`src/sfoc_pkg.sv`:
```
// Constants shared by the flash operation control, and its page buffer.
// Assumes a single 50 MHz system clock and an asynchronous active-high reset.
`timescale 1ns/100ps
`default_nettype none

package sfoc_pkg;
    // ==========================================================
    // Instruction codes
    localparam logic [7:0] CMD_SET_LATCH = 8'h06;
    localparam logic [7:0] CMD_CLR_LATCH = 8'h04;
    localparam logic [7:0] CMD_STATUS_RD = 8'h05;
    localparam logic [7:0] CMD_STATUS_WR = 8'h01;
    localparam logic [7:0] CMD_PAGE_PROG = 8'h02;
    localparam logic [7:0] CMD_REGION_WIPE = 8'hD8;
    localparam logic [7:0] CMD_FULL_WIPE = 8'hC7;
    localparam logic [7:0] CMD_DEEP_SLEEP = 8'hB9;
    localparam logic [7:0] CMD_WAKE = 8'hAB;
    // ==========================================================
    // Frame and array geometry
    localparam logic [2:0] BIT_LAST = 3'h7;
    localparam logic [9:0] BYTES_ONE = 10'h001;
    localparam logic [9:0] BYTES_SR = 10'h002;
    localparam logic [9:0] BYTES_ADDR_END = 10'h004;
    localparam logic [9:0] BYTES_PP_MIN = 10'h005;
    localparam logic [9:0] BYTES_MAX = 10'h3FF;
    localparam logic [8:0] PAGE_BYTES = 9'h100;
    localparam logic [7:0] ERASED_BYTE = 8'hFF;
    // ==========================================================
    // Status word bit positions
    localparam int SR_BUSY = 0;
    localparam int SR_LATCH = 1;
    localparam int SR_PROT_LO = 2;
    localparam int SR_PROT_HI = 4;
    localparam int SR_LOCK = 7;
    // ==========================================================
    // Pin vector positions after synchronisation
    localparam int PIN_SCLK = 0;
    localparam int PIN_CS = 1;
    localparam int PIN_MOSI = 2;
    localparam int PIN_HOLD = 3;
    localparam int PIN_WP = 4;
    localparam int PIN_N = 5;
    // ==========================================================
    // Timing
    localparam int CLK_MHZ = 50;
    localparam logic [31:0] CNT_DONE = 32'h0000_0001;
    localparam logic [31:0] CNT_ZERO = 32'h0000_0000;

    typedef enum logic [3:0] {
        ST_IDLE = 4'h1,
        ST_STATUS = 4'h2,
        ST_PROG = 4'h4,
        ST_ERASE = 4'h8
    } sfoc_state_t;

    // Read-only sectors selected by the protect level
    function automatic logic [15:0] sfoc_prot_map(input logic [2:0] lvl);
        unique case (lvl)
            3'h0: sfoc_prot_map = 16'h0000;
            3'h1: sfoc_prot_map = 16'h8000;
            3'h2: sfoc_prot_map = 16'hC000;
            3'h3: sfoc_prot_map = 16'hF000;
            3'h4: sfoc_prot_map = 16'hFF00;
            default: sfoc_prot_map = 16'hFFFF;
        endcase
    endfunction
endpackage

// ==========================================================
// Page buffer: one page of program data, registered read port
module sfoc_page_buf
    import sfoc_pkg::*;
(
    input wire logic clk, // system clock
    input wire logic reset, // async reset, active high
    input wire logic set_write_latch_cmd, // write strobe
    input wire logic [7:0] wrAddr, // byte within page
    input wire logic [7:0] wrData, // byte to hold
    input wire logic rdEn, // read strobe
    input wire logic [7:0] rdAddr, // byte within page
    output logic [7:0] rdData_q // data one cycle after rdEn
);
    logic [7:0] mem [0:255];
    logic [7:0] rdData_d;

    always_comb
    begin
        rdData_d = rdEn ? mem[rdAddr] : rdData_q;
    end

    always_ff @(posedge clk)
    begin
        if (set_write_latch_cmd)
        begin
            mem[wrAddr] <= wrData;
        end
    end

    always_ff @(posedge clk or posedge reset)
    begin
        if (reset)
        begin
            rdData_q <= ERASED_BYTE;
        end
        else
        begin
            rdData_q <= rdData_d;
        end
    end
endmodule
`default_nettype wire

```
`src/sfoc_main.sv`:
```
// Serial flash operation control: instruction framing, hold, write latch,
// protection, power modes and the busy cycle. The array itself is outside
// and is driven through byte-write and wipe strobes.
// Behaviour
// - Program: at most 256 bytes, one page
// - Wipe sector or whole array, timed
// - Status holds busy flag for polling
// - Active while selected or cycle running
// - Deep sleep until wake instruction
// - Deep sleep ignores all but wake
// - Modify instructions need whole-byte frames
// - Modify instructions need the write latch
// - Latch cleared at reset and on completion
// - Protect level selects read-only sectors
// - Protected sectors never wiped; program checks sector at start, writes follow addr_q as later frames shift it
// - Protect pin locks level and lock bits
// - Full wipe only with zero protect level
// - Power-up delay blocks modify instructions
// - Hold never stops an internal cycle
// - Hold starts only selected, clock low
// - Hold ends with pin high, clock low
// - Hold: output off, inputs ignored, state kept
// - Deselect in hold resets interface
`timescale 1ns/100ps
`default_nettype none

module sfoc_main
    import sfoc_pkg::*;
#(
    parameter int PROG_TIME_US = 5000,
    parameter int ERASE_TIME_US = 3000000,
    parameter int FULL_ERASE_TIME_US = 20000000,
    parameter int STATUS_TIME_US = 15000,
    parameter int PUW_TIME_US = 10000
)
(
    input wire logic clk, // system clock, 50 MHz
    input wire logic reset, // power-on reset, async, active high
    input wire logic sclkPin, // serial clock pin
    input wire logic csPinN, // chip select pin, active low
    input wire logic mosiPin, // serial data in pin
    input wire logic holdPinN, // pause pin, active low
    input wire logic wpPinN, // write protect pin, active low
    output logic misoOut, // serial data out level
    output logic misoOe, // serial data out enable
    output logic arrayWrEn, // program one byte (array ANDs it in)
    output logic [23:0] arrayWrAddr, // byte address to program
    output logic [7:0] arrayWrData, // byte to program
    output logic arraySectorWipe, // pulse: wipe sector to all ones
    output logic arrayFullWipe, // pulse: wipe whole array
    output logic [3:0] arrayWipeSector, // sector to wipe
    output logic busyFlag, // internal cycle running
    output logic writeLatch, // write latch bit
    output logic [2:0] protectLevel, // protect level bits
    output logic statusLock, // status lock bit
    output logic activeMode, // active power mode
    output logic deepSleep // deep power-down
);
    localparam logic [31:0] PROG_CYC = 32'(PROG_TIME_US * CLK_MHZ);
    localparam logic [31:0] ERASE_CYC = 32'(ERASE_TIME_US * CLK_MHZ);
    localparam logic [31:0] FULL_CYC = 32'(FULL_ERASE_TIME_US * CLK_MHZ);
    localparam logic [31:0] STATUS_CYC = 32'(STATUS_TIME_US * CLK_MHZ);
    localparam logic [31:0] PUW_CYC = 32'(PUW_TIME_US * CLK_MHZ);

    // ==========================================================
    // Pin synchronisers
    logic [PIN_N-1:0] sync1_q, sync2_q, sync3_q, filt_q, prev_q, filt_d;

    always_comb
    begin
        // Level moves only when stages two and three agree
        filt_d = (sync2_q & sync3_q) | (filt_q & (sync2_q ^ sync3_q));
    end

    always_ff @(posedge clk or posedge reset)
    begin
        if (reset)
        begin
            sync1_q <= 5'h0A;
            sync2_q <= 5'h0A;
            sync3_q <= 5'h0A;
            filt_q <= 5'h0A;
            prev_q <= 5'h0A;
        end
        else
        begin
            sync1_q <= {wpPinN, holdPinN, mosiPin, csPinN, sclkPin};
            sync2_q <= sync1_q;
            sync3_q <= sync2_q;
            filt_q <= filt_d;
            prev_q <= filt_q;
        end
    end

    logic sclkLvl, csN, mosi, holdN, wpN, sclkRise, sclkFall, csRise;
    assign sclkLvl = filt_q[PIN_SCLK];
    assign csN = filt_q[PIN_CS];
    assign mosi = filt_q[PIN_MOSI];
    assign holdN = filt_q[PIN_HOLD];
    assign wpN = filt_q[PIN_WP];
    assign sclkRise = sclkLvl & ~prev_q[PIN_SCLK];
    assign sclkFall = ~sclkLvl & prev_q[PIN_SCLK];
    assign csRise = csN & ~prev_q[PIN_CS];

    // ==========================================================
    // Serial interface
    logic holdActive_q, holdActive_d, holdBlock_q, holdBlock_d;
    logic [2:0] bitCnt_q, bitCnt_d;
    logic [9:0] byteCnt_q, byteCnt_d;
    logic [7:0] shift_q, shift_d, opcode_q, opcode_d, srIn_q, srIn_d;
    logic [23:0] addr_q, addr_d;
    logic [8:0] dataCnt_q, dataCnt_d;
    logic misoOut_q, misoOut_d, misoOe_q, misoOe_d;
    logic selected, shiftEn, bufWrEn;
    logic [7:0] newByte, bufWrAddr;
    logic [7:0] statusWord;
    sfoc_state_t state_q, state_d;
    logic latch_q, latch_d, sleep_q, sleep_d, lock_q, lock_d;
    logic [2:0] prot_q, prot_d;

    assign selected = ~csN & ~holdBlock_q;
    assign shiftEn = selected & ~holdActive_q & sclkRise;
    assign newByte = {shift_q[6:0], mosi};
    assign bufWrAddr = 8'(addr_q[7:0] + dataCnt_q[7:0]);
    assign statusWord = {lock_q, 2'h0, prot_q, latch_q, state_q != ST_IDLE};
    assign bufWrEn = shiftEn && bitCnt_q == BIT_LAST && opcode_q == CMD_PAGE_PROG
                     && byteCnt_q >= BYTES_ADDR_END && state_q == ST_IDLE && !sleep_q;

    always_comb
    begin
        holdActive_d = holdActive_q;
        holdBlock_d = holdBlock_q;
        bitCnt_d = bitCnt_q;
        byteCnt_d = byteCnt_q;
        shift_d = shift_q;
        opcode_d = opcode_q;
        srIn_d = srIn_q;
        addr_d = addr_q;
        dataCnt_d = dataCnt_q;
        misoOut_d = misoOut_q;
        if (csN)
        begin
            if (csRise && holdActive_q)
            begin
                holdBlock_d = 1'b1;
            end
            else if (holdN)
            begin
                holdBlock_d = 1'b0;
            end
            holdActive_d = 1'b0;
            bitCnt_d = 3'h0;
            byteCnt_d = 10'h000;
            dataCnt_d = 9'h000;
        end
        else if (selected && !sclkLvl)
        begin
            holdActive_d = ~holdN;
        end
        if (shiftEn)
        begin
            shift_d = newByte;
            bitCnt_d = 3'(bitCnt_q + 3'h1);
            if (bitCnt_q == BIT_LAST)
            begin
                if (byteCnt_q != BYTES_MAX)
                begin
                    byteCnt_d = 10'(byteCnt_q + BYTES_ONE);
                end
                if (byteCnt_q == 10'h000)
                begin
                    opcode_d = newByte;
                end
                else if (byteCnt_q < BYTES_ADDR_END)
                begin
                    addr_d = {addr_q[15:0], newByte};
                end
                if (byteCnt_q == BYTES_ONE)
                begin
                    srIn_d = newByte;
                end
                if (bufWrEn && dataCnt_q != PAGE_BYTES)
                begin
                    dataCnt_d = 9'(dataCnt_q + 9'h001);
                end
            end
        end
        if (selected && !holdActive_q && sclkFall)
        begin
            misoOut_d = statusWord[BIT_LAST - bitCnt_q];
        end
    end

    always_comb
    begin
        misoOe_d = selected && !holdActive_q && !sleep_q
                   && opcode_q == CMD_STATUS_RD && byteCnt_q != 10'h000;
    end

    always_ff @(posedge clk or posedge reset)
    begin
        if (reset)
        begin
            holdActive_q <= 1'b0;
            holdBlock_q <= 1'b0;
            bitCnt_q <= 3'h0;
            byteCnt_q <= 10'h000;
            shift_q <= 8'h00;
            opcode_q <= 8'h00;
            srIn_q <= 8'h00;
            addr_q <= 24'h000000;
            dataCnt_q <= 9'h000;
            misoOut_q <= 1'b0;
            misoOe_q <= 1'b0;
        end
        else
        begin
            holdActive_q <= holdActive_d;
            holdBlock_q <= holdBlock_d;
            bitCnt_q <= bitCnt_d;
            byteCnt_q <= byteCnt_d;
            shift_q <= shift_d;
            opcode_q <= opcode_d;
            srIn_q <= srIn_d;
            addr_q <= addr_d;
            dataCnt_q <= dataCnt_d;
            misoOut_q <= misoOut_d;
            misoOe_q <= misoOe_d;
        end
    end

    // ==========================================================
    // Page buffer
    logic rdEn;
    logic [7:0] rdPtr_q, rdPtr_d;

    sfoc_page_buf u_buf (
        .clk(clk),
        .reset(reset),
        .set_write_latch_cmd(bufWrEn),
        .wrAddr(bufWrAddr),
        .wrData(newByte),
        .rdEn(rdEn),
        .rdAddr(rdPtr_q),
        .rdData_q(arrayWrData)
    );

    // ==========================================================
    // Dispatch and internal cycle
    logic [31:0] timer_q, timer_d, puw_q, puw_d;
    logic [8:0] walk_q, walk_d;
    logic set_write_latch_cmd_q, set_write_latch_cmd_d, secWipe_q, secWipe_d, fullWipe_q, fullWipe_d;
    logic srApply_q, srApply_d, canMod, frameOk;
    logic [15:0] protMap;

    assign protMap = sfoc_prot_map(prot_q);
    assign canMod = latch_q && puw_q == CNT_ZERO;
    assign frameOk = csRise && !holdActive_q && !holdBlock_q
                     && bitCnt_q == 3'h0 && byteCnt_q != 10'h000;
    assign rdEn = state_q == ST_PROG && walk_q != 9'h000;

    always_comb
    begin
        state_d = state_q;
        timer_d = timer_q;
        puw_d = (puw_q == CNT_ZERO) ? puw_q : 32'(puw_q - CNT_DONE);
        walk_d = walk_q;
        rdPtr_d = rdPtr_q;
        set_write_latch_cmd_d = rdEn;
        secWipe_d = 1'b0;
        fullWipe_d = 1'b0;
        srApply_d = srApply_q;
        latch_d = latch_q;
        sleep_d = sleep_q;
        lock_d = lock_q;
        prot_d = prot_q;
        if (rdEn)
        begin
            rdPtr_d = 8'(rdPtr_q + 8'h01);
            walk_d = 9'(walk_q - 9'h001);
        end
        unique case (state_q)
            ST_IDLE:
            begin
                if (frameOk && sleep_q)
                begin
                    sleep_d = opcode_q != CMD_WAKE;
                end
                else if (frameOk)
                begin
                    unique case (opcode_q)
                        CMD_SET_LATCH: latch_d = 1'b1;
                        CMD_CLR_LATCH: latch_d = 1'b0;
                        CMD_DEEP_SLEEP: sleep_d = 1'b1;
                        CMD_STATUS_WR:
                        begin
                            if (canMod && byteCnt_q >= BYTES_SR)
                            begin
                                state_d = ST_STATUS;
                                timer_d = STATUS_CYC;
                                srApply_d = !(lock_q && !wpN);
                            end
                        end
                        CMD_PAGE_PROG:
                        begin
                            if (canMod && byteCnt_q >= BYTES_PP_MIN && !protMap[addr_q[23:20]])
                            begin
                                state_d = ST_PROG;
                                timer_d = PROG_CYC;
                                walk_d = dataCnt_q;
                                rdPtr_d = (dataCnt_q == PAGE_BYTES) ? 8'h00 : addr_q[7:0];
                            end
                        end
                        CMD_REGION_WIPE:
                        begin
                            if (canMod && byteCnt_q >= BYTES_ADDR_END && !protMap[addr_q[23:20]])
                            begin
                                state_d = ST_ERASE;
                                timer_d = ERASE_CYC;
                                secWipe_d = 1'b1;
                            end
                        end
                        CMD_FULL_WIPE:
                        begin
                            if (canMod && prot_q == 3'h0)
                            begin
                                state_d = ST_ERASE;
                                timer_d = FULL_CYC;
                                fullWipe_d = 1'b1;
                            end
                        end
                        default:
                        begin
                        end
                    endcase
                end
            end
            ST_STATUS, ST_PROG, ST_ERASE:
            begin
                // Runs on regardless of hold or select, busy till done
                timer_d = 32'(timer_q - CNT_DONE);
                if (timer_q == CNT_DONE)
                begin
                    state_d = ST_IDLE;
                    latch_d = 1'b0;
                    if (state_q == ST_STATUS && srApply_q)
                    begin
                        lock_d = srIn_q[SR_LOCK];
                        prot_d = srIn_q[SR_PROT_HI:SR_PROT_LO];
                    end
                end
            end
        endcase
    end

    always_ff @(posedge clk or posedge reset)
    begin
        if (reset)
        begin
            state_q <= ST_IDLE;
            timer_q <= CNT_ZERO;
            puw_q <= PUW_CYC;
            walk_q <= 9'h000;
            rdPtr_q <= 8'h00;
            set_write_latch_cmd_q <= 1'b0;
            secWipe_q <= 1'b0;
            fullWipe_q <= 1'b0;
            srApply_q <= 1'b0;
            latch_q <= 1'b0;
            sleep_q <= 1'b0;
            lock_q <= 1'b0;
            prot_q <= 3'h0;
            arrayWrAddr <= 24'h000000;
        end
        else
        begin
            state_q <= state_d;
            timer_q <= timer_d;
            puw_q <= puw_d;
            walk_q <= walk_d;
            rdPtr_q <= rdPtr_d;
            set_write_latch_cmd_q <= set_write_latch_cmd_d;
            secWipe_q <= secWipe_d;
            fullWipe_q <= fullWipe_d;
            srApply_q <= srApply_d;
            latch_q <= latch_d;
            sleep_q <= sleep_d;
            lock_q <= lock_d;
            prot_q <= prot_d;
            arrayWrAddr <= {addr_q[23:8], rdPtr_q};
        end
    end

    assign misoOut = misoOut_q;
    assign misoOe = misoOe_q;
    assign arrayWrEn = set_write_latch_cmd_q;
    assign arraySectorWipe = secWipe_q;
    assign arrayFullWipe = fullWipe_q;
    assign arrayWipeSector = addr_q[23:20];
    assign busyFlag = ~state_q[0];
    assign writeLatch = latch_q;
    assign protectLevel = prot_q;
    assign statusLock = lock_q;
    assign deepSleep = sleep_q;
    assign activeMode = ~csN | busyFlag;
endmodule
`default_nettype wire

```
`config.mk`:
```
export PLATFORM = sky130hd
export DESIGN_NAME = sfoc_main
export DESIGN_NICKNAME = d
export VERILOG_FILES = /design/src/sfoc_pkg.sv /design/src/sfoc_main.sv
export SDC_FILE = /design/constraint.sdc
export NUM_CORES = 2
export LEC_CHECK = 0
export BUFFER_PORTS_ARGS = -buffer_cell sky130_fd_sc_hd__clkbuf_2
export CORE_MARGIN = 4
export CORE_UTILIZATION = 50
export CTS_CLUSTER_DIAMETER = 100
export DETAILED_ROUTE_END_ITERATION = 10
export PLACE_DENSITY_LB_ADDON = 0.12
export REMOVE_ABC_BUFFERS = 1
export SYNTH_ARGS = -nofsm -noshare
export SYNTH_HDL_FRONTEND = slang
export SYNTH_SLANG_ARGS = --single-unit
```
`constraint.sdc`:
```
create_clock -name clk -period 9.2 [get_ports clk]
set_input_delay 0.92 -clock clk [delete_from_list [all_inputs] [get_ports clk]]
set_output_delay 0.92 -clock clk [all_outputs]
set_load 0.01 [all_outputs]
```
==> flow_metrics.py <==
metrics = {
    "layout": {
        "layout-drive-gt1-share": 0.200,
        "stdcell_count": 7714,
        "finalInstanceArea_um2": 101000,
        "n_fill_cell": 13626,
        "syn2layout_area_growth_pct": 12.0,
        "fin_nets": 5195,
    },
    "setup_path": {
        "end_kind": "register",
        "slowest_delay_ns": 1.30,
        "critPathRequiredTime_ns": 9.66,
        "arrival_ns": 6.14,
        "reg2reg_slack_ns": 3.52,
        "path_cells": "or4b_4 -> nor4_4 -> nor4b_4 -> nor3b_2 -> nand3_1 -> nor3_1",
        "slowest_stage": "nor3_1",
        "critical_path_class": "register to register",
        "crit_buf_inv": 0,
        "reg2reg_depth": 6,
        "r2r_end": "u_buf.mem[28][1]",
        "worstPathMaxFanout": 9,
        "r2r-start": "state_q[0]",
        "start_kind": "register",
        "path_delay_family": "simple AND/OR/NAND/NOR gates",
    },
    "logic_synthesis": {
        "synth_flop_cell": "edfxtp_1",
        "yosysTopAreaCell": "edfxtp_1",
        "yosysTopAreaCellShare": 0.681,
        "synth-seq-area-share": 0.742,
        "synth_cell_types": 79,
        "synth_cells": 5008,
        "synth_seq_cells": 2266,
        "async_flop_share": 0.0962,
        "synth-edff-count": 2048,
        "synth_top_cells_by_area": "edfxtp_1 (68%), mux4_2 (8.8%), dfrtp_1 (5.3%), mux2i_1 (3.9%), nor3_1 (1.7%)",
        "ys_warn_count": 0,
        "yosys-top-cells-count": "edfxtp_1 (2048), mux4_2 (352), mux2i_1 (351)",
        "avgSynthCellArea_um2": 18.0,
        "synth_most_common_cell": "edfxtp_1",
        "synth.cell_area_um2": 90300,
    },
    "clock_tree": {
        "clockBufferDepth": 3,
        "clock-root-buffer": "clkbuf_16",
        "ctsResizeCount": 0,
        "htree_levels": 4,
        "cts_inserted_buffers": 226,
        "cts_tree": "built",
        "clock_sinks": 2266,
        "path_clk_slew_ns": 0.06,
        "cts_setup_buffers": 0,
        "clock_latency_ns": 0.86,
        "cts-hold-fix-buffers": 0,
    },
    "die": {
        "io_pins": 56,
        "die_area_um2": 187000,
        "coreArea_um2": 179000,
        "die_height_um": 433,
        "num_rows": 155,
        "dieWidth_um": 433,
        "initial_core_util": 0.505,
    },
    "global_route": {
        "grt_max_degree": 159,
        "grt_pass1_vias": 48749,
        "grt_usage": 0.254,
        "grt_pass1_wl_um": 345000,
        "antenna_found_initial": 4,
        "grt.overflow.total": 0,
    },
    "route": {
        "dr.pass1.iters": 6,
        "routedWlPerCell_um": 30.8,
        "wl_um": 238000,
        "first_iter_violations": 5602,
        "drc_errors": 0,
        "detail_route.vias_per_cell": 6.36,
        "vias": 49096,
        "postRouteAntennaNets": 0,
    },
    "power": {
        "peakVddDrop_uv": 188,
        "pwr-share-comb": 0.049,
        "p_clk_frac": 0.401,
        "seq_power_share": 0.550,
        "p_sw_mw": 5.16,
        "power.leakage_nw": 32.0,
        "switching_share": 0.228,
        "power_density_nw_per_um2": 223,
        "internal_power_mw": 17.4,
    },
    "run": {
        "maxCapViolations": 0,
    },
    "worst_hold_path": {
        "hold_end": "sync1_q[3]",
        "hold_class": "input port to register",
        "hold_depth": 1,
        "holdCritStartpoint": "holdPinN",
    },
    "sta": {
        "worst_slack_ns": 3.52,
        "finalCritPeriodShare": 0.617,
        "worst_pin_slew_ns": 1.39,
        "hold_violations": 0,
        "setup_viol": 0,
        "whs_ns": 0.147,
        "drv_slew": 0,
        "fin_skew_ns": 0.0437,
        "fmax_mhz": 176,
        "slew_headroom": 0.0702,
        "rsz0062_at_grt": "no",
        "post-route-min-period_ns": 5.68,
    },
    "placed_design": {
        "place_ws_ns": 3.68,
        "placedCellCount": 7286,
        "place_area_um2": 93800,
        "dp_hpwl_um": 143000,
        "gp_congestion": 0.881,
        "port_buffers": 55,
    },
    "status": {
        "status": "complete, no violations",
    },
}
## per-layer routing
metal	vias up	part of all wire	GRT usage
li1	20723	-	-
met1	25741	0.41	0.363
met2	2223	0.47	0.395
met3	409	0.079	0.0489
met4	0	0.035	0.0903
met5	-	0	0
## worst reg2reg max path, stage by stage, from the launching register on
cell and delay [ns]:
dfstp_2 0.58, or4b_4 0.52, nor4_4 0.50, nor4b_4 0.63, nor3b_2 0.60, nand3_1 1.13, nor3_1 1.31
## flip-flops by register name (all words and copies together) (netlist names), 8 cells and up
| signal | flops |
|---|---|
| u_buf.mem | 2048 |
| puw_q | 32 |
| timer_q | 32 |
| addr_q | 24 |
| arrayWrAddr | 24 |
| byteCnt_q | 10 |
| dataCnt_q | 9 |
| walk_q | 9 |
| opcode_q | 8 |
| rdPtr_q | 8 |
| u_buf.rdData_q | 8 |
## how the worst max path moves through the flow
stage                     startpoint                end  depth (start not counted)
after global placement    state_q[0]  u_buf.mem[140][1]                          6
final                     state_q[0]   u_buf.mem[28][1]                          6
after CTS                 state_q[0]   u_buf.mem[28][5]                          6
after floorplan           rdPtr_q[0]  u_buf.rdData_q[0]                          7
after detailed placement  state_q[0]  u_buf.mem[188][3]                          6
after global routing       filt_q[1]   u_buf.mem[28][1]                          6
## through the flow
stage	util	power [mW]	TNS, ns
3_5_place_dp	0.524	13.8	0
4_1_cts	0.565	22.8	0
2_1_floorplan	-	13.2	-271.69
6_report	0.565	22.6	0
5_1_grt	0.565	23.3	0
3_3_place_gp	0.524	13.7	0
## cells in the final DEF (no fill, tap or decap), types with 144 or more instances in the layout
cell / synthesis / routed
mux4_2: 352 / 352
buf_4: 13 / 175
edfxtp_1: 2048 / 2048
dfrtp_1: 193 / 179
nor3_1: 308 / 302
a21oi_1: 150 / 150
mux2i_1: 351 / 351
nand2_1: 199 / 194
nor2_1: 145 / 144
clkbuf_16: 0 / 227
## area by class of cell
class,count,area (um^2),area share
Clock inverter,146,1350,0.0134
Clock buffer,278,5960,0.0589
Sequential cell,2266,67000,0.663
Inverter,29,126,0.00125
Antenna cell,4,10.0,0.0000990
Tap cell,2355,2950,0.0291
Timing Repair Buffer,239,1770,0.0175
Multi-Input combinational cell,2397,21900,0.217
## power by group through the flow
stage	Clock, mW	Sequential, mW	Combinational, mW
floorplan	0	13.1	0.0569
global placement	0	12.6	1.11
detailed placement	0	12.6	1.13
CTS	9.21	12.4	1.12
global route	9.67	12.4	1.18
finish	9.06	12.4	1.10
## logic make-up after synthesis
kind of cell	count (synthesis)	share of synthesized area
adders and majority gates	29	0.00410
AOI/OAI and AO/OA	667	0.0493
DFF	2266	0.742
xor gates and xnor gates	61	0.00592
muxes	756	0.133
and+or+nand+nor	884	0.0494
buffers and inverters	345	0.0162
Power figures use the tool's default switching activity.
